==> config.mk <==
export PLATFORM = sky130hd
export DESIGN_NAME = ivc_top
export DESIGN_NICKNAME = d
export VERILOG_FILES = /design/src/ivc_top.v
export VERILOG_INCLUDE_DIRS = /design/src
export SDC_FILE = /design/constraint.sdc
export NUM_CORES = 1
export LEC_CHECK = 0
export ABC_AREA = 1
export BUFFER_PORTS_ARGS = -buffer_cell sky130_fd_sc_hd__buf_4
export CAP_MARGIN = 20
export CORE_MARGIN = 3
export CORE_UTILIZATION = 50
export DETAILED_ROUTE_END_ITERATION = 7
export PLACE_DENSITY_LB_ADDON = 0.25
export SLEW_MARGIN = 5
export SYNTH_ARGS = -nofsm -noshare
export SYNTH_HDL_FRONTEND = slang
export SYNTH_SLANG_ARGS = --single-unit
export TNS_END_PERCENT = 5
==> constraint.sdc <==
create_clock -name MCLK -period 4 [get_ports MCLK]
set_input_delay 0.8 -clock MCLK [delete_from_list [all_inputs] [get_ports MCLK]]
set_output_delay 0.8 -clock MCLK [all_outputs]
set_load 0.01 [all_outputs]
==> src/ivc_map.vh <==
// register offsets, bit positions and timing constants of the interrupt block
`ifndef IVC_MAP_VH
`define IVC_MAP_VH
// register offsets on the plain port
`define IVC_OFF_IRQ_CONTROL 8'h0b
`define IVC_OFF_FLAG_A 8'h0c
`define IVC_OFF_FLAG_B 8'h0d
`define IVC_OFF_OPTION 8'h81
`define IVC_OFF_ENABLE_A 8'h8c
`define IVC_OFF_ENABLE_B 8'h8d
`define IVC_OFF_CORE_STATUS 8'h40
`define IVC_OFF_COMMON_BASE 8'h70
`define IVC_COMMON_MASK 8'hf0
// control and option register fields
`define IVC_BIT_GIE 7
`define IVC_BIT_PERIPH_GROUP_ENABLE 6
`define IVC_BIT_TIMER_ZERO_ENABLE 5
`define IVC_BIT_EXTIE 4
`define IVC_BIT_PCIE 3
`define IVC_BIT_TIMER_ZERO_FLAG 2
`define IVC_BIT_EXTIF 1
`define IVC_BIT_PCIF 0
`define IVC_BIT_EDGE 6
// reset values
`define IVC_RST_CONTROL 8'h00
`define IVC_RST_OPTION 8'hff
`define IVC_RST_PERIPH 8'h00
// vector and timer wrap value
`define IVC_VECTOR 13'h0004
`define IVC_TMR_TOP 8'hff
// latency in instruction cycles, and instruction cycle length in clocks
`define IVC_LAT_CYC 3
`define IVC_ICYC_CLK 4
`endif

==> src/ivc_top.v <==
// interrupt flag, enable, sleep-wake and vector logic of a small core
// Functional notes
// RL1: up to nineteen sources, each with its own flag and enable bit; the default build has fifteen (three core, twelve peripheral), NPER up to 16 gives nineteen.
// RL2: flags set on their event regardless of any enable.
// RL3: global enable at control bit 7 gates every request.
// RL4: enabled pending request with global enable set takes the vector.
// RL5: any reset clears the global enable.
// RL6: return-from-interrupt sets the global enable again.
// RL7: peripheral flags/enables in two register pairs, also need group enable.
// RL8: on entry clear global enable, push return address, jump to 0004h.
// RL9: software clears flags before re-enabling, avoiding re-entry.
// RL10: pin-edge and port-change latency is three or four instruction cycles.
// RL11: external pin edge chosen by option bit 6, rising when set.
// RL12: valid edge sets control bit 1; enable at bit 4 masks it.
// RL13: external pin wakes from sleep if enabled; global enable picks vector.
// RL14: timer wrap from FFh to 00h sets bit 2, gated by bit 5.
// RL15: change on upper port pins sets bit 0, gated by own enable.
// RL16: entry saves only the return address; software saves the rest.
// RL17: top sixteen bytes of every bank map to one common area.
// RL18: enabled request wakes sleep; vector after next instruction if enabled.
// RL19: request is OR of enabled core and group-gated peripheral terms.
//
// Our own choice: the plain strobed port.
`include "ivc_map.vh"
`timescale 1ns/1ps
`default_nettype none
module ivc_top #(
    parameter NPER = 12
) (
    // clock and reset
    input wire MCLK,
    input wire RESETN,
    // register port
    input wire [8:0] ADDR,
    input wire [7:0] WDATA,
    input wire WR,
    input wire RD,
    output reg [7:0] RDATA,
    // pins
    input wire EXT_IRQ_PIN,
    input wire [3:0] PORT_B_HI,
    // peripheral event pulses and timer
    input wire [NPER-1:0] PERIPH_EVENT,
    input wire TMR_TICK,
    input wire [7:0] TIMER_ZERO_COUNT,
    // core handshake
    input wire [12:0] CORE_PC,
    input wire INSTR_DONE,
    input wire RETFI_EXEC,
    input wire SLEEP_EXEC,
    // to core
    output reg VECTOR_TAKE,
    output reg [12:0] VECTOR_PC,
    output reg PUSH_STB,
    output reg [12:0] PUSH_DATA,
    output reg WAKE,
    output reg ASLEEP,
    output reg IRQ
);
    // block overview
    // the control word holds the global enable, the group enable, three
    // core source enables and their three flags; the peripheral sources
    // live in two flag and enable register pairs, eight bits each
    //
    // register map on the plain port, low eight address bits decoded:
    //   control word, peripheral flags a and b, option word,
    //   peripheral enables a and b, core status, common area
    // the bank bit of the address is ignored only by the common area,
    // so the common area alone shows in both banks
    // core status reads {pending pin event, wake to vector, asleep}
    //
    // write behaviour:
    //   a write lands at the edge that samples the strobe
    //   a hardware flag set in that same cycle beats the written zero,
    //   so an event is never lost to a racing clear
    //   entry clearing the global enable beats a same-cycle write
    //   and a same-cycle return-from-interrupt, so no double entry
    //
    // read behaviour:
    //   read data stand for one cycle after the strobe, zero otherwise;
    //   a held-zero bus keeps an or-tree on the far side simple
    //
    // entry timing:
    //   a pin edge needs two synchroniser flops and one history flop
    //   before the flag sets; the latency counter then lets two
    //   instruction boundaries pass, and the third takes the vector,
    //   which lands the entry three or four instruction cycles after
    //   the event depending on where in an instruction it arrives
    //   a request from a flag set by software or a timer wrap is taken
    //   at the next boundary, since the counter is already at zero
    //   the take pulse and the push strobe stand for one cycle only
    //
    // sleep:
    //   sleep is refused, acting as a no-op, while a request stands;
    //   this avoids sleeping through an event that raced the sleep
    //   any enabled request wakes the core whatever the global enable;
    //   with the global enable set the next instruction runs first; after a software, timer or peripheral
    //   wake the vector is taken at the following boundary, after a pin or port-change wake only once the latency count expires
    //   no vector is taken while asleep, as no boundary comes then
    //
    // limitations:
    //   only the return address is pushed; the working and status
    //   registers are the service routine's business
    //   the timer count is sampled only on its tick pulse, so a wrap
    //   seen without a tick is ignored
    //   at most sixteen peripheral sources fit the two flag registers;
    //   with the default twelve, the top four bits of the second pair
    //   are plain storage with no event behind them
    //   the common area has no reset, as software saves into it
    //   before it reads it back
    //
    // reset:
    //   the reset input is released through two flops, so every flop
    //   below but the common area leaves reset on the same edge and no half state shows
    reg [1:0] rst_sync_reg;
    wire rst_n = rst_sync_reg[1];
    reg [1:0] ext_s_reg;
    reg [7:0] pb_s_reg;
    reg ext_prev_reg;
    reg [3:0] pb_prev_reg;
    reg [7:0] ctrl_reg;
    reg [7:0] opt_reg;
    reg [7:0] flag_a_reg;
    reg [7:0] flag_b_reg;
    reg [7:0] en_a_reg;
    reg [7:0] en_b_reg;
    reg [7:0] tmr_prev_reg;
    reg [7:0] common_reg [0:15];
    reg [1:0] lat_reg;
    reg pend_ext_reg;
    reg rd_pend_reg;
    reg [8:0] rd_addr_reg;
    reg sleep_reg;
    reg wake_vec_reg;
    // latency reload value, cut to the two-bit counter on purpose
    localparam integer LAT_CYC = `IVC_LAT_CYC;
    wire [1:0] lat_load = LAT_CYC[1:0] - 2'h1;

    // register selection shared by read and write paths
    function sel;
        input [8:0] a;
        input [7:0] off;
        begin
            sel = (a[7:0] == off);
        end
    endfunction

    // reset release through two flops
    always @(posedge MCLK or negedge RESETN) begin
        if (!RESETN)
            rst_sync_reg <= 2'h0;
        else
            rst_sync_reg <= {rst_sync_reg[0], 1'b1};
    end

    // pin synchronisers; first stage read only by second
    always @(posedge MCLK or negedge rst_n) begin
        if (!rst_n) begin
            ext_s_reg <= 2'h0;
            pb_s_reg <= 8'h00;
        end else begin
            ext_s_reg <= {ext_s_reg[0], EXT_IRQ_PIN};
            pb_s_reg <= {pb_s_reg[3:0], PORT_B_HI};
        end
    end

    wire ext_now = ext_s_reg[1];
    wire [3:0] pb_now = pb_s_reg[7:4];
    // edge polarity selected by the option bit
    wire edge_sel = opt_reg[`IVC_BIT_EDGE];
    wire ext_edge = edge_sel ? (ext_now & ~ext_prev_reg) :
        (~ext_now & ext_prev_reg); // RL11
    wire pb_chg = |(pb_now ^ pb_prev_reg); // RL15
    wire tmr_wrap = TMR_TICK & (tmr_prev_reg == `IVC_TMR_TOP) &
        (TIMER_ZERO_COUNT == 8'h00); // RL14

    // enabled-request terms
    wire core_req = (ctrl_reg[`IVC_BIT_TIMER_ZERO_FLAG] & ctrl_reg[`IVC_BIT_TIMER_ZERO_ENABLE]) |
        (ctrl_reg[`IVC_BIT_EXTIF] & ctrl_reg[`IVC_BIT_EXTIE]) |
        (ctrl_reg[`IVC_BIT_PCIF] & ctrl_reg[`IVC_BIT_PCIE]);
    wire per_req = ctrl_reg[`IVC_BIT_PERIPH_GROUP_ENABLE] &
        (|(flag_a_reg & en_a_reg) | |(flag_b_reg & en_b_reg)); // RL7
    wire any_req = core_req | per_req; // RL19
    wire global_irq_enable = ctrl_reg[`IVC_BIT_GIE];
    wire go_req = global_irq_enable & any_req; // RL3
    // vector taken at an instruction boundary, after the latency count
    wire take = go_req & INSTR_DONE & (lat_reg == 2'h0) & ~sleep_reg &
        ~VECTOR_TAKE; // RL4

    wire wr_ctrl = WR & sel(ADDR, `IVC_OFF_IRQ_CONTROL);
    wire wr_fa = WR & sel(ADDR, `IVC_OFF_FLAG_A);
    wire wr_fb = WR & sel(ADDR, `IVC_OFF_FLAG_B);
    // enable and option writes
    wire wr_ea = WR & sel(ADDR, `IVC_OFF_ENABLE_A);
    wire wr_eb = WR & sel(ADDR, `IVC_OFF_ENABLE_B);
    wire wr_opt = WR & sel(ADDR, `IVC_OFF_OPTION);
    wire [15:0] pev = {{(16 - NPER){1'b0}}, PERIPH_EVENT};
    // common area hit; bank bit dropped so both banks share it
    wire [7:0] com_mask = `IVC_COMMON_MASK;
    wire [7:0] com_base = `IVC_OFF_COMMON_BASE;
    wire com_hit = (({1'b0, ADDR[6:0]}) & com_mask) == com_base; // RL17

    // control word; hardware set wins over software write
    always @(posedge MCLK or negedge rst_n) begin
        if (!rst_n) begin
            ctrl_reg <= `IVC_RST_CONTROL; // RL5
        end else begin
            if (wr_ctrl)
                ctrl_reg <= WDATA;
            if (take)
                ctrl_reg[`IVC_BIT_GIE] <= 1'b0; // RL8
            else if (RETFI_EXEC)
                ctrl_reg[`IVC_BIT_GIE] <= 1'b1; // RL6
            if (ext_edge)
                ctrl_reg[`IVC_BIT_EXTIF] <= 1'b1; // RL12 RL2
            if (tmr_wrap)
                ctrl_reg[`IVC_BIT_TIMER_ZERO_FLAG] <= 1'b1; // RL14 RL2
            if (pb_chg)
                ctrl_reg[`IVC_BIT_PCIF] <= 1'b1; // RL15 RL2
        end
    end

    // peripheral flags; an event in the cycle of a clear still lands
    always @(posedge MCLK or negedge rst_n) begin
        if (!rst_n) begin
            flag_a_reg <= `IVC_RST_PERIPH;
            flag_b_reg <= `IVC_RST_PERIPH;
        end else begin
            flag_a_reg <= (wr_fa ? WDATA : flag_a_reg) | pev[7:0]; // RL1 RL2
            flag_b_reg <= (wr_fb ? WDATA : flag_b_reg) | pev[15:8]; // RL1
        end
    end

    // peripheral enables, plain software storage
    always @(posedge MCLK or negedge rst_n) begin
        if (!rst_n) begin
            en_a_reg <= `IVC_RST_PERIPH;
            en_b_reg <= `IVC_RST_PERIPH;
        end else begin
            if (wr_ea)
                en_a_reg <= WDATA; // RL7
            if (wr_eb)
                en_b_reg <= WDATA; // RL7
        end
    end

    // option word; only the edge select bit is used here
    always @(posedge MCLK or negedge rst_n) begin
        if (!rst_n) begin
            opt_reg <= `IVC_RST_OPTION;
        end else if (wr_opt) begin
            opt_reg <= WDATA; // RL11
        end
    end

    // common area shared by every bank, reached without bank bits
    always @(posedge MCLK) begin
        if (WR && com_hit)
            common_reg[ADDR[3:0]] <= WDATA; // RL17
    end

    // history for edge, change and wrap detection
    always @(posedge MCLK or negedge rst_n) begin
        if (!rst_n) begin
            ext_prev_reg <= 1'b0;
            pb_prev_reg <= 4'h0;
            tmr_prev_reg <= 8'h00;
        end else begin
            ext_prev_reg <= ext_now;
            pb_prev_reg <= pb_now;
            if (TMR_TICK)
                tmr_prev_reg <= TIMER_ZERO_COUNT;
        end
    end

    // latency counter: external events wait a few instruction boundaries
    // so entry falls three or four instruction cycles after the pin event
    always @(posedge MCLK or negedge rst_n) begin
        if (!rst_n) begin
            lat_reg <= 2'h0;
            pend_ext_reg <= 1'b0;
        end else if (ext_edge || pb_chg) begin
            lat_reg <= lat_load; // RL10
            pend_ext_reg <= 1'b1;
        end else if (INSTR_DONE && lat_reg != 2'h0) begin
            lat_reg <= lat_reg - 2'h1; // RL10
        end else if (lat_reg == 2'h0) begin
            pend_ext_reg <= 1'b0;
        end
    end

    // sleep and wake; wake does not look at the global enable
    always @(posedge MCLK or negedge rst_n) begin
        if (!rst_n) begin
            sleep_reg <= 1'b0;
            wake_vec_reg <= 1'b0;
        end else if (sleep_reg && any_req) begin
            sleep_reg <= 1'b0; // RL18 RL13
            wake_vec_reg <= global_irq_enable; // RL18
        end else if (SLEEP_EXEC && !any_req) begin
            sleep_reg <= 1'b1; // pending request makes sleep a no-op
        end else if (INSTR_DONE) begin
            wake_vec_reg <= 1'b0; // next instruction ran, take applies
        end
    end

    // core-facing entry outputs; only the return address is pushed
    always @(posedge MCLK or negedge rst_n) begin
        if (!rst_n) begin
            VECTOR_TAKE <= 1'b0;
            VECTOR_PC <= 13'h0000;
            PUSH_STB <= 1'b0;
            PUSH_DATA <= 13'h0000;
        end else begin
            VECTOR_TAKE <= take; // RL8
            VECTOR_PC <= `IVC_VECTOR; // RL8
            PUSH_STB <= take; // RL16
            if (take)
                PUSH_DATA <= CORE_PC; // RL16
        end
    end

    // sleep indications for the core clock gating
    always @(posedge MCLK or negedge rst_n) begin
        if (!rst_n) begin
            WAKE <= 1'b0;
            ASLEEP <= 1'b0;
        end else begin
            WAKE <= sleep_reg & any_req; // RL18
            ASLEEP <= sleep_reg;
        end
    end

    // level request, registered so the pin never glitches
    always @(posedge MCLK or negedge rst_n) begin
        if (!rst_n)
            IRQ <= 1'b0;
        else
            IRQ <= go_req; // RL19
    end

    // read path, data one cycle after the strobe
    always @(posedge MCLK or negedge rst_n) begin
        if (!rst_n) begin
            RDATA <= 8'h00;
        end else if (RD) begin
            if (com_hit)
                RDATA <= common_reg[ADDR[3:0]];
            else if (sel(ADDR, `IVC_OFF_IRQ_CONTROL))
                RDATA <= ctrl_reg;
            else if (sel(ADDR, `IVC_OFF_FLAG_A))
                RDATA <= flag_a_reg;
            else if (sel(ADDR, `IVC_OFF_FLAG_B))
                RDATA <= flag_b_reg;
            else if (sel(ADDR, `IVC_OFF_ENABLE_A))
                RDATA <= en_a_reg;
            else if (sel(ADDR, `IVC_OFF_ENABLE_B))
                RDATA <= en_b_reg;
            else if (sel(ADDR, `IVC_OFF_OPTION))
                RDATA <= opt_reg;
            else if (sel(ADDR, `IVC_OFF_CORE_STATUS))
                RDATA <= {5'h00, pend_ext_reg, wake_vec_reg, sleep_reg};
            else
                RDATA <= 8'h00; // unmapped reads as zero
        end else begin
            RDATA <= 8'h00;
        end
    end
endmodule // ivc_top
`default_nettype wire

==> results.cfg, run 1 <==
[global_route]
grt_pass1_wl_um = 36000
overflow = 0
grt_max_degree = 62
antenna_found_initial = 0
grt_pass1_vias = 6740
grt.total_usage_pct = 21.3

[timing]
slew_headroom_pct = 44.2
hold_violations = 0
fmax_mhz = 355
rsz0062_at_grt = no
final.setup.tns_ps = 0
fin_skew_ps = 11.6
drv_slew = 0
setup_viol = 0
tightest_slew_ps = 834
min_period_ps = 2820
fin_crit_sh_pct = 70.4
timing.final.ws_setup_ps = 1180

[setup_path]
cp.buffers_inverters = 3
end_kind = flop
reg2reg_from = flag_b_reg[7]
crit_arrival_ps = 2960
critPathLaunch = ADDR[5]
ff2ff_setup_slack_ps = 1610
r2r_cells = 10
cp_top_family = simple AND/OR/NAND/NOR gates
critPathLaunchType = input pin
crit_chain = buf_4 -> inv_1 -> nor3_2 -> inv_2 -> nor2_1 -> nand3_1 -> nor2_1
cpPeakStageDelay_ps = 710
crit_type = input pin to flop
critPathMostFrequentCell = nor2_1
regToRegEndpoint = PUSH_DATA[0]
cp_max_fo = 10
critPathSlowestCell = nor2_1
worstPathRequired_ps = 4140

[power]
finalPower_mw = 5.11
power.leakage_nw = 5.06
ir_worst_vdd_v = 0.000369
power_density_mw_per_mm2 = 447

[route]
viasPerCell = 5.07
wl_per_cell_um = 16.5
ant_nets = 0
drt_pass1_iterations = 5
vias = 6952
drc = 0
routed_wl_um = 22700
first_iter_violations = 637

[layout]
final_core_util_pct = 60.4
largest_reg_flops = 128
drive_gt1_share_pct = 14.7
fillers = 1579
area_growth_pct = 16.8
n_antenna_cell = 0
finalNetCount = 1157

[placement]
routabilityCongestion = 0.932
place_hpwl_um = 15500
place_ws_ps = 712
port_buffers = 88

[floorplanning]
fp-row-count = 50
io_pins = 102
die_y_um = 146
coreArea_mm2 = 0.0190
start_util_pct = 51.7
die_area_mm2 = 0.0213
die_x_um = 146

[cts]
cts_tree = done
clk_pin_slew_ps = 60
cts_made_buffers = 25
clk_latency_ps = 520
clock_path_buffers = 3
htreeDepth = 1
cts_sinks = 232
hold_buffers = 0
cts_setup_buffers = 0
cts_root_buf = clkbuf_16
cts_resized = 0

[yosys]
synth_top_family_by_area = simple AND/OR/NAND/NOR gates
synth.distinct_cells = 38
synthesis.area_mm2 = 0.00980
postSynthCellCount = 998
synth_seq_area_share_pct = 65.9
async_flop_share_pct = 44.8
synthSimpleGateAreaFrac_pct = 24.5
ys_ff_latch = 232
ys.flop_type = edfxtp_1
synth_compound_area_share_pct = 4.23
yosys_warnings = 0
synth_mux_area_share_pct = 0
avgSynthCellArea_um2 = 9.82
synth-xor-area-share_pct = 0.358
synth_edf_count = 128
synth-adder-area-share_pct = 0.128

[hold_path]
min_path_type = input pin to asynchronous set/reset pin

[job]
maxCapViolations = 0

[outcome]
status = completed
cell usage after synthesis (2+ instances only):
master,count,area share [%]
dfrtp_1,96,25
edfxtp_1,128,39
buf_4,15,1.1
o21ai_0,41,2.1
inv_1,54,2.1
nand2_2,3,0.19
o21bai_1,2,0.15
nand2_1,275,11
buf_2,12,0.61
nand2_4,3,0.34
nand4_1,11,0.70
a211o_1,12,1.1
clkbuf_1,9,0.34
nand3_1,34,1.7
a21oi_1,3,0.15
conb_1,2,0.077
o211ai_1,2,0.15
dfstp_2,8,2.1
nor4_1,4,0.26
xor2_1,4,0.36
nor3_4,2,0.33
buf_6,2,0.23
nor2_1,247,9.5
inv_2,6,0.23
nor2_4,2,0.23
nor2_2,3,0.19
o21ai_1,7,0.36
worst max path at each step:
| stage | to | slack [ps] | cells after the start |
|---|---|---|---|
| floorplan | ASLEEP | 900 | 0 |
| global placement | common_reg[14][6] | 800 | 7 |
| detailed placement | common_reg[0][6] | 710 | 7 |
| CTS | common_reg[0][3] | 1230 | 7 |
| global route | common_reg[0][3] | 1060 | 7 |
| finish | common_reg[0][1] | 1180 | 7 |
where the power goes:
part	switching, mW	internal [mW]
clock network	0.887	1.29
registers	0.0381	2.58
logic	0.209	0.112
worst register-to-register path, stage by stage, from the launching register on:
cell	delay (ps)
dfrtp_1	410
nand2_1	80
nand2_1	50
nor2_1	140
nand2_1	70
o21ai_1	310
nand2_1	130
nand3_1	480
inv_1	410
nand2_1	150
nand2_1	60
per-layer routing:
metal	track usage, %	wire length, um	vias to the layer above
li1	-	-	3404
met5	0	0	-
met2	33.7	10400	255
met1	31.1	10200	3257
met3	3.43	1610	36
met4	5.64	448	0
area by class of cell:
type                    instances  area, um2  area share, %
inverters                      62        243           2.12
well taps                     260        325           2.84
flip-flops and latches        232       6460           56.4
multi-input cells             678       2920           25.5
repair buffers                 94        726           6.34
clock inverters                 9       70.1          0.612
clock buffers                  36        707           6.18
kinds of logic (layout without fill, tap and decap cells):
family / Yosys count / count (layout)
flops: 232 / 232
fa+ha+maj: 1 / 1
other cells: 2 / 14
compound gates: 70 / 70
simple gates: 589 / 589
xor+xnor: 4 / 4
buf+inv: 100 / 201
metrics by stage:
stage	instances	instance area (um2)	hold slack (ps)
after floorplan	1010	9840	331
after global placement	1325	10600	332
after detailed placement	1325	10600	336
after CTS	1370	11400	44.0
after global routing	1371	11400	47.1
final	1371	11400	61.6
layout by cell type, fill, tap and decap left out, types with 12 or more instances in the layout:
cell	netlist	routed
buf_4	15	93
nand3_1	34	34
conb_1	2	14
clkbuf_16	0	25
nor2_1	247	247
dfrtp_1	96	95
a211o_1	12	12
o21ai_0	41	41
edfxtp_1	128	128
inv_1	54	54
nand2_1	275	275
(Power assumes the default switching activity.)
==> run 2: changes to the inputs <==
- clock period: 4 -> 2.7 ns (I/O delays scaled with it)
==> run 2 against run 1 <==
Compared with the run above:
- clock power is 52% higher
- final cell count increased by 1.7%
- sequential share of layout area is 1.0 points lower
- critical path depth fell by 1
- sequential power rose by 48%
- die area did not move
- worst hold slack gained 67 ps
- total power up 50%
- critical path type unchanged
==> results.cfg, run 2 (synthesized netlist as in run 1, its figures left out) <==
[layout]
finalNetCount = 1180
final_common_cell = nand2_1
drive_gt1_share_pct = 16.7
area_growth_pct = 19.0
stdcell_area_mm2 = 0.0117
final_cell_mix = 275 x nand2_1, 247 x nor2_1, 128 x edfxtp_1
largest_reg_flops = 128
fillers = 1602
n_antenna_cell = 0
final_core_util_pct = 61.5

[setup_path]
crit_arrival_ps = 2360
endpoint = opt_reg[1]
reg2reg_from = flag_a_reg[6]
ff2ff_setup_slack_ps = 870
critPathLaunchType = input pin
crit_type = input pin to flop
critPathLaunch = ADDR[1]
cp_max_fo = 16
worstPathRequired_ps = 3120
end_kind = flop
r2r_cells = 10
regToRegEndpoint = PUSH_DATA[12]

[placement]
port_buffers = 88
placed_cell_area_mm2 = 0.0109
routabilityCongestion = 0.885
place_hpwl_um = 15600

[timing]
rsz0062_at_grt = no
fin_skew_ps = 7.92
hold_violations = 0
fin_crit_sh_pct = 71.7
final.setup.tns_ps = 0
hold_ws_ps = 129
tightest_slew_ps = 604
drv_slew = 0
setup_viol = 0
slew_headroom_pct = 59.6
min_period_ps = 1940
fmax_mhz = 516

[global_route]
antenna_found_initial = 0
overflow = 0
grt_max_degree = 48
grt_pass1_vias = 6844
grt.total_usage_pct = 21.5
grt_pass1_wl_um = 36600

[power]
power_density_mw_per_mm2 = 657
power.leakage_nw = 5.20
ir_worst_vdd_v = 0.000444
finalPower_mw = 7.66

[floorplanning]
io_pins = 102
fp-row-count = 50
die_x_um = 146
die_y_um = 146
start_util_pct = 51.7
coreArea_mm2 = 0.0190
die_area_mm2 = 0.0213

[cts]
clock_path_buffers = 3
cts_made_buffers = 25
cts_tree = done
htreeDepth = 1
clk_latency_ps = 520
clk_pin_slew_ps = 60
cts_root_buf = clkbuf_16
cts_sinks = 232

[hold_path]
min_path_type = input pin to flop
min_from = EXT_IRQ_PIN

[route]
ant_nets = 0
drt_pass1_iterations = 5
drc = 0
vias = 7049
viasPerCell = 5.06
routed_wl_um = 22800
wl_per_cell_um = 16.3
first_iter_violations = 609

[job]
maxCapViolations = 0

[outcome]
status = completed
run 2: cell types whose count changed in the layout (fill, tap and decap cells not counted), sizes merged:
cell,delta
buf,+22
clkinvlp,+1
clkbuf,-5
inv,+2
dlygate4sd3,+1
clkinv,+2
run 2: cell type report:
class | instances | area [um2] | area share, %
Clock buffer | 31 | 699 | 6.00
Clock inverter | 14 | 100 | 0.858
Inverter | 62 | 243 | 2.08
Multi-Input combinational cell | 678 | 2920 | 25.0
Sequential cell | 232 | 6460 | 55.4
Tap cell | 260 | 325 | 2.79
Timing Repair Buffer | 117 | 918 | 7.88
run 2: layer usage:
| metal | vias to the layer above | global-route usage [%] | routed length [um] |
|---|---|---|---|
| met4 | 0 | 5.97 | 528 |
| met1 | 3314 | 30.8 | 9700 |
| met2 | 249 | 34.7 | 10700 |
| met3 | 45 | 3.15 | 1840 |
| li1 | 3441 | - | - |
| met5 | - | 0 | 0 |
run 2: timing repair:
| item | 4_1_cts | 5_1_grt |
|---|---|---|
| hold buffers | 1 | 0 |
| buffers inserted | 0 | 0 |
| resized for setup | 0 | 0 |
| endpoints found under the hold margin | 2 | 0 |
run 2: worst min-delay path by stage:
stage,endpoint,cells past startpoint
after floorplan,rst_sync_reg[0],0
after global placement,VECTOR_PC[2],0
after detailed placement,VECTOR_PC[2],0
after CTS,pb_s_reg[3],1
after global routing,pb_s_reg[2],1
final,ext_s_reg[0],1
run 2: power by group:
group          total, mW  switching, mW  internal [mW]
registers           3.87         0.0452           3.82
clock network       3.30           1.37           1.93
logic              0.498          0.324          0.174
total               7.66           1.73           5.93
run 2: stage by stage:
stage	setup WS [ps]	instances
floorplan	510	1010
global placement	329	1348
detailed placement	285	1348
CTS	810	1394
global route	572	1394
finish	764	1394
run 2: critical path: stages:
cell and delay, ps:
buf_4 160, inv_2 120, nand2_1 370, nor2_4 390, nand3_1 430, o21ai_0 350
==> run 3: changes to the inputs <==
- clock period: 2.7 -> 2 ns (I/O delays scaled with it)
==> run 3 against run 2 <==
Compared with the run above:
- total power up 34%
- die area is the same
- critical path type is now flop to flop
- critical path depth up 4
- core utilization up 0.82 points
==> results.cfg, run 3 (synthesized netlist as in run 1, its figures left out) <==
[hold_path]
min_path_type = input pin to flop

[global_route]
grt_pass1_vias = 6932
grt_pass1_wl_um = 36900
grt_max_degree = 35
antenna_found_initial = 0
overflow = 0
grt.total_usage_pct = 21.9

[timing]
drv_slew = 0
fmax_mhz = 562
rsz0062_at_grt = no
fin_crit_sh_pct = 88.9
setup_viol = 0
hold_violations = 0
min_period_ps = 1780
fin_skew_ps = 10.7
timing.final.ws_setup_ps = 221

[layout]
final_cell_mix = 275 x nand2_1, 247 x nor2_1, 128 x edfxtp_1
area_growth_pct = 20.6
n_antenna_cell = 0
fin_cells = 1414
fillers = 1586
regArea_mm2 = 0.00646
largest_reg_flops = 128
final_common_cell = nand2_1
finalNetCount = 1199
drive_gt1_share_pct = 17.2
multi_input_area_mm2 = 0.00292
stdcell_area_mm2 = 0.0118

[floorplanning]
fp-row-count = 50
die_y_um = 146
die_x_um = 146
die_area_mm2 = 0.0213
coreArea_mm2 = 0.0190
start_util_pct = 51.7
io_pins = 102

[route]
drt_pass1_iterations = 6
drc = 0
first_iter_violations = 664
wl_per_cell_um = 16.6
routed_wl_um = 23500
ant_nets = 0
viasPerCell = 5.00
vias = 7072

[setup_path]
cp.buffers_inverters = 1
critPathSlowestCell = dfrtp_1
cp_top_family = simple AND/OR/NAND/NOR gates
cpPeakStageDelay_ps = 400
crit_arrival_ps = 2180
worstPathRequired_ps = 2400
ff2ff_setup_slack_ps = 220
crit_chain = nand2_1 -> nand2_1 -> nor2_1 -> nand2_1 -> o21ai_2 -> nand2_1 -> nand3_1 -> inv_1 -> nand2_1 -> nand2_1
crit_type = flop to flop
cp_max_fo = 14
critPathLaunchType = flop
end_kind = flop
critPathMostFrequentCell = nand2_1

[power]
switching_power_mw = 2.32
combPwrFrac_pct = 6.7
pwr-share-seq_pct = 50.9
clkPwrFrac_pct = 42.4
swShare_pct = 22.5
ir_worst_vdd_v = 0.000594
finalPower_mw = 10.3
internal_power_mw = 7.97
power.leakage_nw = 5.28
power_density_mw_per_mm2 = 871

[placement]
place_hpwl_um = 16200
place_ws_ps = -22.7
placed_cell_area_mm2 = 0.0110
routabilityCongestion = 0.973
port_buffers = 88
dp.cells = 1362

[cts]
cts_sinks = 232
clock_path_buffers = 3
cts_made_buffers = 25
clk_latency_ps = 520
htreeDepth = 1
clk_pin_slew_ps = 60
cts_setup_buffers = 0
cts_tree = done
cts_root_buf = clkbuf_16

[job]
maxCapViolations = 0

[outcome]
status = completed
run 3: cell types whose count changed in the layout (fill, tap and decap cells not counted):
| cell | before | now |
|---|---|---|
| inv_6 | 3 | 2 |
| dlygate4sd3_1 | 1 | 6 |
| clkbuf_16 | 26 | 25 |
| bufinv_16 | 1 | 2 |
| buf_12 | 3 | 5 |
| clkinv_1 | 4 | 6 |
| o21ai_1 | 7 | 6 |
| clkinv_2 | 6 | 4 |
| clkbuf_8 | 3 | 0 |
| clkbuf_1 | 2 | 7 |
| o21ai_2 | 0 | 1 |
| buf_4 | 113 | 125 |
run 3: final timing paths:
path / cells after the start / end / from
setup reg to reg: 10 / PUSH_DATA[1] / flag_a_reg[7]
setup / recovery: 10 / PUSH_DATA[1] / flag_a_reg[7]
max in group asynchronous: 1 / opt_reg[7] / rst_sync_reg[1]
hold reg to reg: 0 / VECTOR_PC[2] / rst_sync_reg[1]
min in group asynchronous: 2 / rst_sync_reg[1] / RESETN
hold / removal: 2 / flag_a_reg[5] / PERIPH_EVENT[5]
run 3: metrics by stage:
| step | setup TNS (ps) | util (%) | hold WS, ps |
|---|---|---|---|
| after floorplan | -4050 | - | 104 |
| after global placement | 0 | 57.9 | 184 |
| after detailed placement | -157 | 57.9 | 184 |
| after CTS | 0 | 62.3 | 62.4 |
| after global routing | 0 | 62.3 | 54.7 |
| final | 0 | 62.3 | 70.8 |
run 3: power by group through the flow:
stage	combinational [mW]	clock (mW)	sequential [mW]
after floorplan	0.337	0	5.33
after global placement	0.668	0	5.32
after detailed placement	0.683	0	5.33
after CTS	0.696	4.42	5.23
after global routing	0.768	4.65	5.24
final	0.694	4.36	5.23
run 3: worst reg2reg max path: cells and delay by family (launching register included):
kind	cells	cell delay (ps)
AO/OA/AOI/OAI	1	270
flip-flops	1	400
AND/OR/NAND/NOR	8	770
buffers and inverters	1	230
run 3: per-layer routing:
layer	share of wire [%]	routed length [um]	GRT usage, %	up-vias
li1	-	-	-	3481
met1	44	10300	31.0	3340
met2	48	11400	35.9	213
met3	6.0	1420	3.36	38
met4	1.9	439	5.50	0
met5	0	0	0	-
run 3: final cells by class:
| cell class | instances | area share (%) |
|---|---|---|
| Inverter | 62 | 2.05 |
| Tap cell | 260 | 2.75 |
| Sequential cell | 232 | 54.7 |
| Clock buffer | 32 | 5.52 |
| Multi-Input combinational cell | 678 | 24.7 |
| Clock inverter | 14 | 1.01 |
| Timing Repair Buffer | 136 | 9.30 |
run 3: repair_timing:
action / CTS / global route
hold endpoints to repair: 7 / 0
hold buffers: 6 / 0
resized for setup: 0 / 1
setup endpoints to repair: 0 / 13
